===== src/pwm_event_pkg.sv =====
// Purpose: constants and types for the timer event, flag and status block
// Assumes: word-indexed Avalon-MM register map, byte address is four times the index
// Notes:   one clock; timer-domain crossing modelled by a fixed sync latency
// What this block does
// - config field selects none, filter, async
// - filter changes after four agreeing samples
// - filtered capture lags three extra cycles
// - async mode bypasses the sampling synchroniser
// - edge bit picks falling/low or rising/high
// - action bit: fault only, or fault plus capture
// - trigger enable A gates event A
// - trigger enable B gates event B
// - enables for trigger B bit3, A bit2
// - enable bit0 gates cycle-end interrupt
// - trigger or capture B sets flag bit3
// - trigger or capture A sets flag bit2
// - cycle end sets flag bit0
// - flags clear on writing one
// - output B toggle sets status bit7
// - output A toggle sets status bit6
// - activity bits sticky until written one
// - command ready bit1 when command synced
// - listed strobes drop command ready
// - enable ready bit0 when enable synced
// - enable write, disable strobe, break with debug run off drop ready
// - command strobes ignored while command synchronising; disable strobe still taken
// - enable changes only when not synchronising
package pwm_event_pkg;
    localparam logic [4:0] CONTROL_REG_A_IDX      = 5'h00;
    localparam logic [4:0] CONTROL_REG_C_IDX      = 5'h02;
    localparam logic [4:0] COMMAND_STROBE_REG_IDX = 5'h04;
    localparam logic [4:0] EVENT_INPUT_A_CTRL_IDX = 5'h08;
    localparam logic [4:0] EVENT_INPUT_B_CTRL_IDX = 5'h09;
    localparam logic [4:0] INTERRUPT_ENABLE_IDX   = 5'h0c;
    localparam logic [4:0] INTERRUPT_FLAG_IDX     = 5'h0d;
    localparam logic [4:0] SYNC_STATUS_IDX        = 5'h0e;
    localparam logic [4:0] DEBUG_RUN_CONTROL_IDX  = 5'h1e;
    localparam logic [4:0] COMPARE_B_CLEAR_HI_IDX = 5'h1f;
    // Event control fields
    localparam int CFG_HI = 7;
    localparam int CFG_LO = 6;
    localparam int EDGE_BIT = 4;
    localparam int ACTION_BIT = 2;
    localparam int TRIG_EN_BIT = 0;
    localparam logic [1:0] CFG_NEITHER = 2'h0;
    localparam logic [1:0] CFG_FILTER  = 2'h1;
    localparam logic [1:0] CFG_ASYNC   = 2'h2;
    // Flag, enable and status bits
    localparam int TRIG_B_BIT = 3;
    localparam int TRIG_A_BIT = 2;
    localparam int CYCLE_END_BIT = 0;
    localparam logic [7:0] FLAG_MASK = 8'h0d;
    localparam int ACT_B_BIT = 7;
    localparam int ACT_A_BIT = 6;
    localparam int CMD_READY_BIT = 1;
    localparam int EN_READY_BIT = 0;
    // Control and strobe bits
    localparam int ENABLE_BIT = 0;
    localparam int AUTO_UPDATE_BIT = 1;
    localparam int DEBUG_RUN_BIT = 0;
    localparam int DISABLE_EOC_BIT = 7;
    localparam logic [7:0] CMD_STROBE_MASK = 8'h1f;
    localparam logic [7:0] CYCLE_END_LOAD_CMD = 8'h01;
    localparam logic [7:0] RESET_VALUE = 8'h00;
    localparam int FILTER_SAMPLES = 4;
    localparam int SYNC_LATENCY = 4;
    typedef enum logic [2:0] {
        EN_IDLE     = 3'b001,
        EN_SYNC     = 3'b010,
        EN_WAIT_EOC = 3'b100
    } enable_state_t;
endpackage : pwm_event_pkg


===== src/pwm_timer_event_irq_status.sv =====
// Purpose: event conditioning, interrupt flags and sync status of the PWM timer
// Assumes: Avalon-MM slave, word address = register index, one wait state
// Notes:   all outputs registered; async event path skips only the synchroniser
//
// The Avalon-MM slave port is this design's own decision.
`timescale 1ns/1ps
module pwm_timer_event_irq_status
    import pwm_event_pkg::*;
#(
    parameter int SYNC_CYCLES = pwm_event_pkg::SYNC_LATENCY,
    parameter int FILTER_LEN  = pwm_event_pkg::FILTER_SAMPLES
) (
    input  wire logic       clock,
    input  wire logic       reset,
    input  wire logic [4:0] address,
    input  wire logic       read,
    input  wire logic       write,
    input  wire logic [31:0] writedata,
    output logic [31:0]     readdata,
    output logic            waitrequest,
    input  wire logic       eventA,
    input  wire logic       eventB,
    input  wire logic       waveformOutputA,
    input  wire logic       waveformOutputB,
    input  wire logic       cycleEnd,
    input  wire logic       debugBreak,
    output logic            faultA,
    output logic            faultB,
    output logic            captureA,
    output logic            captureB,
    output logic [4:0]      commandIssue,
    output logic            timerEnable,
    output logic            irq
);
    import pwm_event_pkg::*;

    localparam logic [3:0] SYNC_LOAD = 4'(SYNC_CYCLES);
    localparam logic [2:0] FILT_TOP  = 3'(FILTER_LEN - 1);

    typedef struct packed {
        logic [31:0]   readdata;
        logic          waitrequest;
        logic [7:0]    event_input_a_control;
        logic [7:0]    event_input_b_control;
        logic [7:0]    intEnable;
        logic [7:0]    intFlag;
        logic [1:0]    activity;
        logic          enable;
        logic          autoUpdate;
        logic          debugRun;
        logic [1:0]    sampleA;
        logic [1:0]    sampleB;
        logic          condA;
        logic          condB;
        logic [2:0]    filtCountA;
        logic [2:0]    filtCountB;
        logic          activeA;
        logic          activeB;
        logic [1:0]    waveformPrev;
        logic          breakPrev;
        logic [3:0]    cmdCount;
        logic [4:0]    cmdPending;
        logic [3:0]    enCount;
        logic          enTarget;
        enable_state_t enState;
        logic          faultA;
        logic          faultB;
        logic          captureA;
        logic          captureB;
        logic [4:0]    commandIssue;
        logic          timerEnable;
        logic          irq;
    } state_t;

    state_t q;
    state_t next_q;

    // Raw sampled source for one event input by mode
    function automatic logic pickSource(input logic [1:0] cfg, input logic raw,
                                        input logic synced);
        pickSource = (cfg == CFG_ASYNC) ? raw : synced;
    endfunction : pickSource

    // Active condition for the chosen polarity
    function automatic logic isActive(input logic [7:0] ctrl, input logic level);
        isActive = ctrl[EDGE_BIT] ? level : ~level;
    endfunction : isActive

    // Register read mux
    function automatic logic [7:0] readReg(input logic [4:0] idx, input state_t s);
        case (idx)
            CONTROL_REG_A_IDX:      readReg = {7'h00, s.enable};
            CONTROL_REG_C_IDX:      readReg = {6'h00, s.autoUpdate, 1'b0};
            EVENT_INPUT_A_CTRL_IDX: readReg = s.event_input_a_control;
            EVENT_INPUT_B_CTRL_IDX: readReg = s.event_input_b_control;
            INTERRUPT_ENABLE_IDX:   readReg = s.intEnable;
            INTERRUPT_FLAG_IDX:     readReg = s.intFlag;
            SYNC_STATUS_IDX:        readReg = {s.activity, 4'h0,
                                               s.cmdCount == 4'h0,
                                               s.enState == EN_IDLE};
            DEBUG_RUN_CONTROL_IDX:  readReg = {7'h00, s.debugRun};
            default:                readReg = 8'h00;
        endcase
    endfunction : readReg

    // Filter step: output moves after FILTER_LEN agreeing samples
    function automatic logic [3:0] filterStep(input logic [1:0] cfg, input logic src,
                                              input logic cond, input logic [2:0] cnt);
        logic [2:0] c;
        logic       o;
        c = cnt;
        o = cond;
        if (cfg != CFG_FILTER) begin
            o = src;
            c = 3'h0;
        end else if (src == cond) begin
            c = 3'h0;
        end else if (cnt == FILT_TOP) begin
            o = src;
            c = 3'h0;
        end else begin
            c = cnt + 3'h1;
        end
        filterStep = {o, c};
    endfunction : filterStep

    // Next-state logic
    always_comb begin
        logic       acc;
        logic       wrOk;
        logic [7:0] wd;
        logic       srcA;
        logic       srcB;
        logic       actA;
        logic       actB;
        logic       edgeA;
        logic       edgeB;
        logic       capA;
        logic       capB;
        logic [7:0] setFlag;
        logic [1:0] toggled;
        logic [4:0] cmdReq;
        logic       cmdWrite;
        logic       breakRise;
        next_q = q;
        acc = read | write;
        wrOk = write & ~q.waitrequest;
        wd = writedata[7:0];
        cmdReq = 5'h00;
        cmdWrite = 1'b0;

        // Avalon handshake: one wait state, data ready with waitrequest low
        next_q.waitrequest = 1'b1;
        if (acc && q.waitrequest) begin
            next_q.waitrequest = 1'b0;
            next_q.readdata = {24'h000000, readReg(address, q)};
        end

        // Event sampling and conditioning
        next_q.sampleA = {q.sampleA[0], eventA};
        next_q.sampleB = {q.sampleB[0], eventB};
        srcA = pickSource(q.event_input_a_control[CFG_HI:CFG_LO], eventA, q.sampleA[1]);
        srcB = pickSource(q.event_input_b_control[CFG_HI:CFG_LO], eventB, q.sampleB[1]);
        {next_q.condA, next_q.filtCountA} =
            filterStep(q.event_input_a_control[CFG_HI:CFG_LO], srcA, q.condA, q.filtCountA);
        {next_q.condB, next_q.filtCountB} =
            filterStep(q.event_input_b_control[CFG_HI:CFG_LO], srcB, q.condB, q.filtCountB);

        actA = q.event_input_a_control[TRIG_EN_BIT] & isActive(q.event_input_a_control, q.condA);
        actB = q.event_input_b_control[TRIG_EN_BIT] & isActive(q.event_input_b_control, q.condB);
        next_q.activeA = actA;
        next_q.activeB = actB;
        edgeA = actA & ~q.activeA;
        edgeB = actB & ~q.activeB;
        // fault always, capture when action set
        capA = edgeA & q.event_input_a_control[ACTION_BIT];
        capB = edgeB & q.event_input_b_control[ACTION_BIT];
        next_q.faultA = actA;
        next_q.faultB = actB;
        next_q.captureA = capA;
        next_q.captureB = capB;

        // Flag sources; set wins over clear
        setFlag = 8'h00;
        setFlag[TRIG_A_BIT] = edgeA | capA;
        setFlag[TRIG_B_BIT] = edgeB | capB;
        setFlag[CYCLE_END_BIT] = cycleEnd;
        if (wrOk && address == INTERRUPT_FLAG_IDX) begin
            next_q.intFlag = q.intFlag & ~wd;
        end
        next_q.intFlag = (next_q.intFlag | setFlag) & FLAG_MASK;

        // Output activity detection
        next_q.waveformPrev = {waveformOutputB, waveformOutputA};
        toggled = q.waveformPrev ^ {waveformOutputB, waveformOutputA};
        if (wrOk && address == SYNC_STATUS_IDX) begin
            next_q.activity = q.activity & ~wd[ACT_B_BIT:ACT_A_BIT];
        end
        next_q.activity = next_q.activity | toggled;

        // Plain register writes
        if (wrOk) begin
            case (address)
                EVENT_INPUT_A_CTRL_IDX: next_q.event_input_a_control = wd & 8'hd5;
                EVENT_INPUT_B_CTRL_IDX: next_q.event_input_b_control = wd & 8'hd5;
                // trigger enables bits 3 and 2
                INTERRUPT_ENABLE_IDX:   next_q.intEnable = wd & FLAG_MASK;
                CONTROL_REG_C_IDX:      next_q.autoUpdate = wd[AUTO_UPDATE_BIT];
                DEBUG_RUN_CONTROL_IDX:  next_q.debugRun = wd[DEBUG_RUN_BIT];
                COMMAND_STROBE_REG_IDX: begin
                    cmdReq = wd[4:0] & CMD_STROBE_MASK[4:0];
                    cmdWrite = |cmdReq;
                end
                COMPARE_B_CLEAR_HI_IDX: begin
                    cmdReq = q.autoUpdate ? CYCLE_END_LOAD_CMD[4:0] : 5'h00;
                    cmdWrite = q.autoUpdate;
                end
                default: ;
            endcase
        end

        // Command synchronisation
        next_q.commandIssue = 5'h00;
        if (q.cmdCount != 4'h0) begin
            next_q.cmdCount = q.cmdCount - 4'h1;
            if (q.cmdCount == 4'h1) begin
                next_q.commandIssue = q.cmdPending;
            end
        end else if (cmdWrite) begin
            next_q.cmdCount = SYNC_LOAD;
            next_q.cmdPending = cmdReq;
        end

        // Enable synchronisation
        breakRise = debugBreak & ~q.breakPrev;
        next_q.breakPrev = debugBreak;
        case (q.enState)
            EN_IDLE: begin
                if (wrOk && address == CONTROL_REG_A_IDX) begin
                    next_q.enable = wd[ENABLE_BIT];
                    next_q.enTarget = wd[ENABLE_BIT];
                    next_q.enCount = SYNC_LOAD;
                    next_q.enState = EN_SYNC;
                end else if (wrOk && address == COMMAND_STROBE_REG_IDX
                             && wd[DISABLE_EOC_BIT]) begin
                    next_q.enState = EN_WAIT_EOC;
                end else if (breakRise && !q.debugRun) begin
                    next_q.enTarget = 1'b0;
                    next_q.enCount = SYNC_LOAD;
                    next_q.enState = EN_SYNC;
                end
            end
            EN_SYNC: begin
                next_q.enCount = q.enCount - 4'h1;
                if (q.enCount == 4'h1) begin
                    next_q.timerEnable = q.enTarget;
                    next_q.enState = EN_IDLE;
                end
            end
            EN_WAIT_EOC: begin
                if (cycleEnd) begin
                    next_q.enable = 1'b0;
                    next_q.timerEnable = 1'b0;
                    next_q.enState = EN_IDLE;
                end
            end
            default: next_q.enState = EN_IDLE;
        endcase

        next_q.irq = |(next_q.intFlag & q.intEnable);
    end

    // State register
    always_ff @(posedge clock) begin
        if (reset) begin
            q <= '0;
            q.waitrequest <= 1'b1;
            q.enState <= EN_IDLE;
            q.event_input_a_control <= RESET_VALUE;
            q.event_input_b_control <= RESET_VALUE;
            q.intEnable <= RESET_VALUE;
            q.intFlag <= RESET_VALUE;
        end else begin
            q <= next_q;
        end
    end

    // Outputs straight from flops
    assign readdata = q.readdata;
    assign waitrequest = q.waitrequest;
    assign faultA = q.faultA;
    assign faultB = q.faultB;
    assign captureA = q.captureA;
    assign captureB = q.captureB;
    assign commandIssue = q.commandIssue;
    assign timerEnable = q.timerEnable;
    assign irq = q.irq;
endmodule : pwm_timer_event_irq_status


===== config.mk =====
export PLATFORM = sky130hd
export DESIGN_NAME = pwm_timer_event_irq_status
export DESIGN_NICKNAME = d
export VERILOG_FILES = /design/src/pwm_event_pkg.sv /design/src/pwm_timer_event_irq_status.sv
export SDC_FILE = /design/constraint.sdc
export NUM_CORES = 1
export LEC_CHECK = 0
export BUFFER_PORTS_ARGS = -buffer_cell sky130_fd_sc_hd__buf_2
export CORE_UTILIZATION = 59
export CTS_BUF_LIST = sky130_fd_sc_hd__clkbuf_8
export DETAILED_ROUTE_END_ITERATION = 6
export GPL_ROUTABILITY_DRIVEN = 0
export PLACE_DENSITY = 0.95
export SLEW_MARGIN = 40
export SYNTH_ARGS = -nofsm -noshare
export SYNTH_HDL_FRONTEND = slang
export SYNTH_SLANG_ARGS = --single-unit

===== constraint.sdc =====
create_clock -name clock -period 4.3 [get_ports clock]
set_clock_uncertainty 0.05 [all_clocks]
set_input_delay 0.86 -clock clock [delete_from_list [all_inputs] [get_ports clock]]
set_output_delay 0.86 -clock clock [all_outputs]
set_load 0.005 [all_outputs]

==> flow_metrics.py, run 1 <==
metrics = {
    "layout": {
        "final_area_sq_mm": 0.003791,
        "nets": 458,
        "instances_no_fill": 482,
        "syn_to_final_growth_pct": 8.641,
        "drive_gt1_share_pct": 17.32,
        "fillers": 415,
        "seqCellArea_sq_mm": 0.001441,
        "diodes": 0,
        "multi_input_area_sq_mm": 0.001754,
    },
    "hold_path": {
        "min_path_type": "reg -> reg",
    },
    "drt": {
        "drtAntennaViolNets": 0,
        "first_iter_violations": 481,
        "wl_um": 7552,
        "post-route-drc-count": 0,
        "wl_per_cell_um": 15.67,
        "drtPass1Iterations": 5,
        "viasPerCell": 6.106,
        "num_vias": 2943,
    },
    "critical_path": {
        "crit_fanout": 17,
        "worstSetupEndpointType": "flop",
        "path_class": "in -> reg",
        "cp.required_ns": 4.46,
        "arrival_ns": 2.64,
        "cp-start-kind": "input port",
    },
    "yosys": {
        "postSynthAreaPerCell_sq_um": 9.087,
        "synth-async-reset-ratio_pct": 0,
        "ys.flop_type": "dfxtp_1",
        "ys_seq_area_share_pct": 41.31,
        "syn_inst": 384,
        "synthAdderAreaFrac_pct": 2.151,
        "yosys.area_share.simple_pct": 22.77,
        "synth_edf_count": 0,
        "muxShareOfSynthArea_pct": 5.486,
        "yosysTopAreaCellShare_pct": 41.31,
        "ys_ff_latch": 72,
        "synthXorXnorAreaFrac_pct": 1.506,
        "synth.largest_area_cell": "dfxtp_1",
        "ys_warn_count": 0,
        "synth.top_cells.by_area": "dfxtp_1 41%, buf_4 8.0%, mux2i_1 5.2%, a21oi_1 3.7%, nand2_1 2.5%",
        "synth_top_family_by_area": "simple AND/OR/NAND/NOR gates",
        "synth_compound_area_share_pct": 15.20,
        "synthDistinctLibCells": 59,
        "synth_area_sq_mm": 0.003490,
    },
    "clock_network": {
        "cts_max_level": 3,
        "clockBufferDepth": 2,
        "cts_buffers": 9,
        "cts_sinks": 72,
        "clk_latency_ns": 0.35,
        "ctsHoldBuffers": 0,
        "cts_tree": "built",
        "post-cts-setup-buffers": 0,
        "cts.clk_slew.worst_paths_ns": 0.08,
        "post_cts_resized": 0,
        "ctsRootBufferMaster": "clkbuf_8",
    },
    "floorplan": {
        "core_sq_mm": 0.005608,
        "die_y_um": 78.91,
        "die_w_um": 78.91,
        "initial_utilization_pct": 62.23,
        "rows": 27,
        "die_area_sq_mm": 0.006226,
        "ios": 91,
    },
    "sta": {
        "finalCritPeriodShare_pct": 57.77,
        "rsz0062_at_grt": "no",
        "period_minus_slack_ns": 2.484,
        "finalHoldViolCount": 0,
        "layout_setup_ws_ns": 1.816,
        "tns_ns": 0,
        "worst_slew_pin_slew_ns": 0.6994,
        "setup_viol": 0,
        "fmax_mhz": 402.6,
        "relSlewSlack_pct": 53.18,
        "drv_slew": 0,
    },
    "place": {
        "io_buffers": 40,
        "place_area_sq_mm": 0.003527,
        "post-dp-hpwl_um": 5159,
        "pre_cts_slack_ns": 1.530,
        "placed_cells": 466,
    },
    "status": {
        "outcome": "complete, no violations",
    },
    "global_route": {
        "first_global_vias": 2663,
        "overflow": 0,
        "grt_usage_pct": 26.02,
        "grt_antenna_before_repair": 0,
        "grt_max_degree": 49,
        "grt_pass1_wl_um": 12470,
    },
    "flow_run": {
        "maxCapViolCount": 0,
    },
    "pwr": {
        "p_leak_nw": 1.586,
        "power.density_mw_per_mm2": 395.7,
        "worst_ir_drop_vdd_mv": 0.2240,
    },
}
==> path summary, 6_finish.rpt <==
check | from | end | slack, ns | depth (start not counted)
hold reg to reg | faultA | captureA | 0.39 | 1
setup reg to reg | waitrequest | q[18] | 2.27 | 4
hold / removal | faultA | captureA | 0.39 | 1
setup / recovery | address[0] | q[18] | 1.82 | 5
==> critical path, cell delays in order <==
cell	delay, ns
buf_2	0.24
nor4b_4	0.69
nand3b_1	0.26
a211oi_1	0.44
a311oi_1	0.15
==> placed cells by master (no fill, tap or decap), types with 6 or more instances in the layout <==
master / count
nor3b_1: 8
clkbuf_8: 10
inv_1: 12
dfxtp_1: 72
conb_1: 25
nor2_1: 18
ha_1: 6
nor3_1: 10
and2_1: 7
nand3_1: 13
nand2_1: 23
mux2i_1: 18
a21oi_1: 26
o21ai_0: 15
buf_2: 40
nor2b_1: 10
nand2b_1: 7
==> sequential cells by signal, indices dropped and copies added, names as in the netlist <==
signal	flops
q	51
readdata	7
commandIssue	5
next_q	2
captureA	1
captureB	1
faultA	1
faultB	1
irq	1
timerEnable	1
waitrequest	1
==> per-stage QoR <==
step | power [mW] | util [%] | hold slack, ns
after floorplan | 0.8240 | - | 0.3580
after global placement | 0.8382 | 62.81 | 0.3660
after detailed placement | 0.8479 | 62.90 | 0.3812
after CTS | 1.497 | 67.40 | 0.3922
after global routing | 1.547 | 67.60 | 0.4207
final | 1.500 | 67.60 | 0.3870
==> routing by layer <==
metal,GRT usage [%],share of wire (%),vias to the layer above
li1,-,-,1349
met1,31.16,41,1388
met2,42.70,48,182
met3,5.862,8.3,24
met4,15.27,3.2,0
met5,0,0,-
==> synth_stat cells, types with 5 or more instances <==
library cell  number
o31ai_1            5
and2_1             7
nand2b_1           7
a21oi_1           26
and3_1             5
nand2_1           23
ha_1               6
clkbuf_1          11
o21ai_0           16
dfxtp_1           72
buf_4             37
nor2_1            18
nand3_1           13
nor3_1            10
nand3b_1           5
nor3b_1           10
mux2i_1           18
nor2b_1           10
inv_1             12
==> report_power, final <==
part / internal [mW] / leakage (nW) / total (mW) / switching, mW
Sequential: 0.684 / 0.584 / 0.698 / 0.0141
Clock: 0.404 / 0.123 / 0.663 / 0.259
Combinational: 0.0502 / 0.879 / 0.140 / 0.0898
==> area by class of cell <==
cell class	instances	share of cell area [%]
Clock buffer	10	3.630
Tap cell	72	2.376
Sequential cell	72	38.02
Clock inverter	6	3.036
Timing Repair Buffer	41	5.479
Inverter	12	1.188
Multi-Input combinational cell	269	46.27
==> kinds of logic (layout without fill, tap and decap cells) <==
group	Yosys count	after routing
flip-flops	72	72
AND/OR/NAND/NOR	134	134
multiplexers	19	19
AO/OA/AOI/OAI	79	79
adder cells (fa/ha/maj)	6	6
buffers and inverters	67	69
other	1	25
XOR/XNOR	6	6
No activity file was read; power rests on OpenSTA's default activity.
==> run 2, diff against run 1 <==
Settings changed: CORE_UTILIZATION 59 to 55.
Clock period 4.3 ns to 2.4 ns, I/O delays scaled along.
==> flow_metrics.py, run 2 (same netlist as run 1, synthesis figures left out) <==
metrics = {
    "status": {
        "outcome": "complete, no violations",
    },
    "clock_network": {
        "clk_latency_ns": 0.35,
        "cts_sinks": 72,
        "ctsHoldBuffers": 0,
        "cts_max_level": 3,
        "cts_buffers": 9,
        "clockBufferDepth": 2,
        "cts.clk_slew.worst_paths_ns": 0.08,
        "post-cts-setup-buffers": 0,
        "post_cts_resized": 0,
        "ctsRootBufferMaster": "clkbuf_8",
        "cts_tree": "built",
    },
    "sta": {
        "whs_ns": 0.3164,
        "drv_slew": 0,
        "period_minus_slack_ns": 1.805,
        "finalCritPeriodShare_pct": 75.19,
        "relSlewSlack_pct": 59.86,
        "worst_slew_pin_slew_ns": 0.6009,
        "rsz0062_at_grt": "no",
        "finalHoldViolCount": 0,
        "setup_viol": 0,
        "fmax_mhz": 554.1,
        "tns_ns": 0,
    },
    "critical_path": {
        "cp-start-kind": "input port",
        "path_class": "in -> reg",
        "cpPeakStageDelay_ns": 0.84,
        "worstSetupEndpointType": "flop",
        "crit_fanout": 14,
        "critPathTopFamily": "simple AND/OR/NAND/NOR gates",
        "arrival_ns": 2.05,
        "cp_cell_sequence": "buf_2, or4b_2, o21ai_0, a22o_1",
        "cp_slowest_cell": "or4b_2",
        "cp.required_ns": 2.65,
        "path_buf_inv": 1,
    },
    "layout": {
        "final_area_sq_mm": 0.003765,
        "fillers": 506,
        "diodes": 0,
        "top_register": "q",
        "final_common_cell": "dfxtp_1",
        "instances_no_fill": 494,
        "largest_register_ffs": 51,
        "drive_gt1_share_pct": 18.38,
        "nets": 467,
        "mostFrequentLayoutCells": "72 x dfxtp_1, 40 x buf_2, 26 x a21oi_1, 25 x conb_1, 23 x nand2_1",
        "syn_to_final_growth_pct": 7.888,
    },
    "flow_run": {
        "maxCapViolCount": 0,
    },
    "floorplan": {
        "die_area_sq_mm": 0.006668,
        "ios": 91,
        "rows": 28,
        "initial_utilization_pct": 57.91,
        "core_sq_mm": 0.006026,
        "die_w_um": 81.66,
        "die_y_um": 81.66,
    },
    "global_route": {
        "grt_antenna_before_repair": 0,
        "grt_usage_pct": 24.02,
        "overflow": 0,
        "grt_max_degree": 29,
        "first_global_vias": 2614,
        "grt_pass1_wl_um": 11990,
    },
    "drt": {
        "drtAntennaViolNets": 0,
        "wl_um": 7511,
        "post-route-drc-count": 0,
        "wl_per_cell_um": 15.20,
        "viasPerCell": 5.862,
        "first_iter_violations": 232,
        "num_vias": 2896,
        "drtPass1Iterations": 5,
    },
    "pwr": {
        "switchingPower_mw": 0.6597,
        "worst_ir_drop_vdd_mv": 0.3964,
        "total_power_mw": 2.361,
        "power.density_mw_per_mm2": 627.2,
        "p_leak_nw": 1.586,
        "intPower_mw": 1.702,
        "swShare_pct": 27.94,
        "p_seq_share_pct": 52.8,
        "clkPwrFrac_pct": 35.9,
        "combPwrFrac_pct": 11.3,
    },
    "place": {
        "place_area_sq_mm": 0.003593,
        "io_buffers": 40,
        "post-dp-hpwl_um": 5431,
        "placed_cells": 478,
    },
    "hold_path": {
        "min_path_type": "in -> reg",
    },
}
run 2: layout make-up:
| type | instances | area (sq um) | area share, % |
|---|---|---|---|
| Sequential cell | 72 | 1441 | 38.29 |
| Inverter | 12 | 45.04 | 1.196 |
| Clock buffer | 9 | 123.9 | 3.290 |
| Timing Repair Buffer | 50 | 275.3 | 7.311 |
| Tap cell | 75 | 93.84 | 2.493 |
| Multi-Input combinational cell | 269 | 1738 | 46.16 |
| Clock inverter | 7 | 47.55 | 1.263 |
run 2: path summary, 6_finish.rpt:
kind,startpoint,endpoint,slack (ns),cells past startpoint
max,address[1],readdata[6],0.60,4
min,debugBreak,q[28],0.32,2
max reg2reg,q[45],q[18],0.65,4
min reg2reg,q[36],q[36],0.38,1
run 2: stage by stage:
| stage | setup slack (ns) | util [%] |
|---|---|---|
| 2_1_floorplan | 0.5192 | - |
| 3_3_place_gp | 0.3279 | 59.63 |
| 3_5_place_dp | 0.2484 | 59.63 |
| 4_1_cts | 0.6101 | 62.48 |
| 5_1_grt | 0.4871 | 62.48 |
| 6_report | 0.5954 | 62.48 |
run 2: power by group through the flow:
stage,logic (mW),registers [mW],clock network (mW)
finish,0.267,1.25,0.847
global route,0.297,1.25,0.905
CTS,0.262,1.25,0.855
detailed placement,0.259,1.27,0
global placement,0.249,1.27,0
floorplan,0.206,1.27,0
run 2: worst reg2reg max path: cells and delay by family (launching register included):
kind / cells / cell delay (ns)
AND/OR/NAND/NOR: 2 / 0.68
AO/OA/AOI/OAI: 2 / 0.55
flip-flops: 1 / 0.34
run 2: layer usage:
layer,GRT usage [%],up-vias,wire length (um)
li1,-,1366,-
met1,28.23,1361,3075
met5,0,-,0
met2,39.75,147,3584
met3,7.222,22,621
met4,11.75,0,230
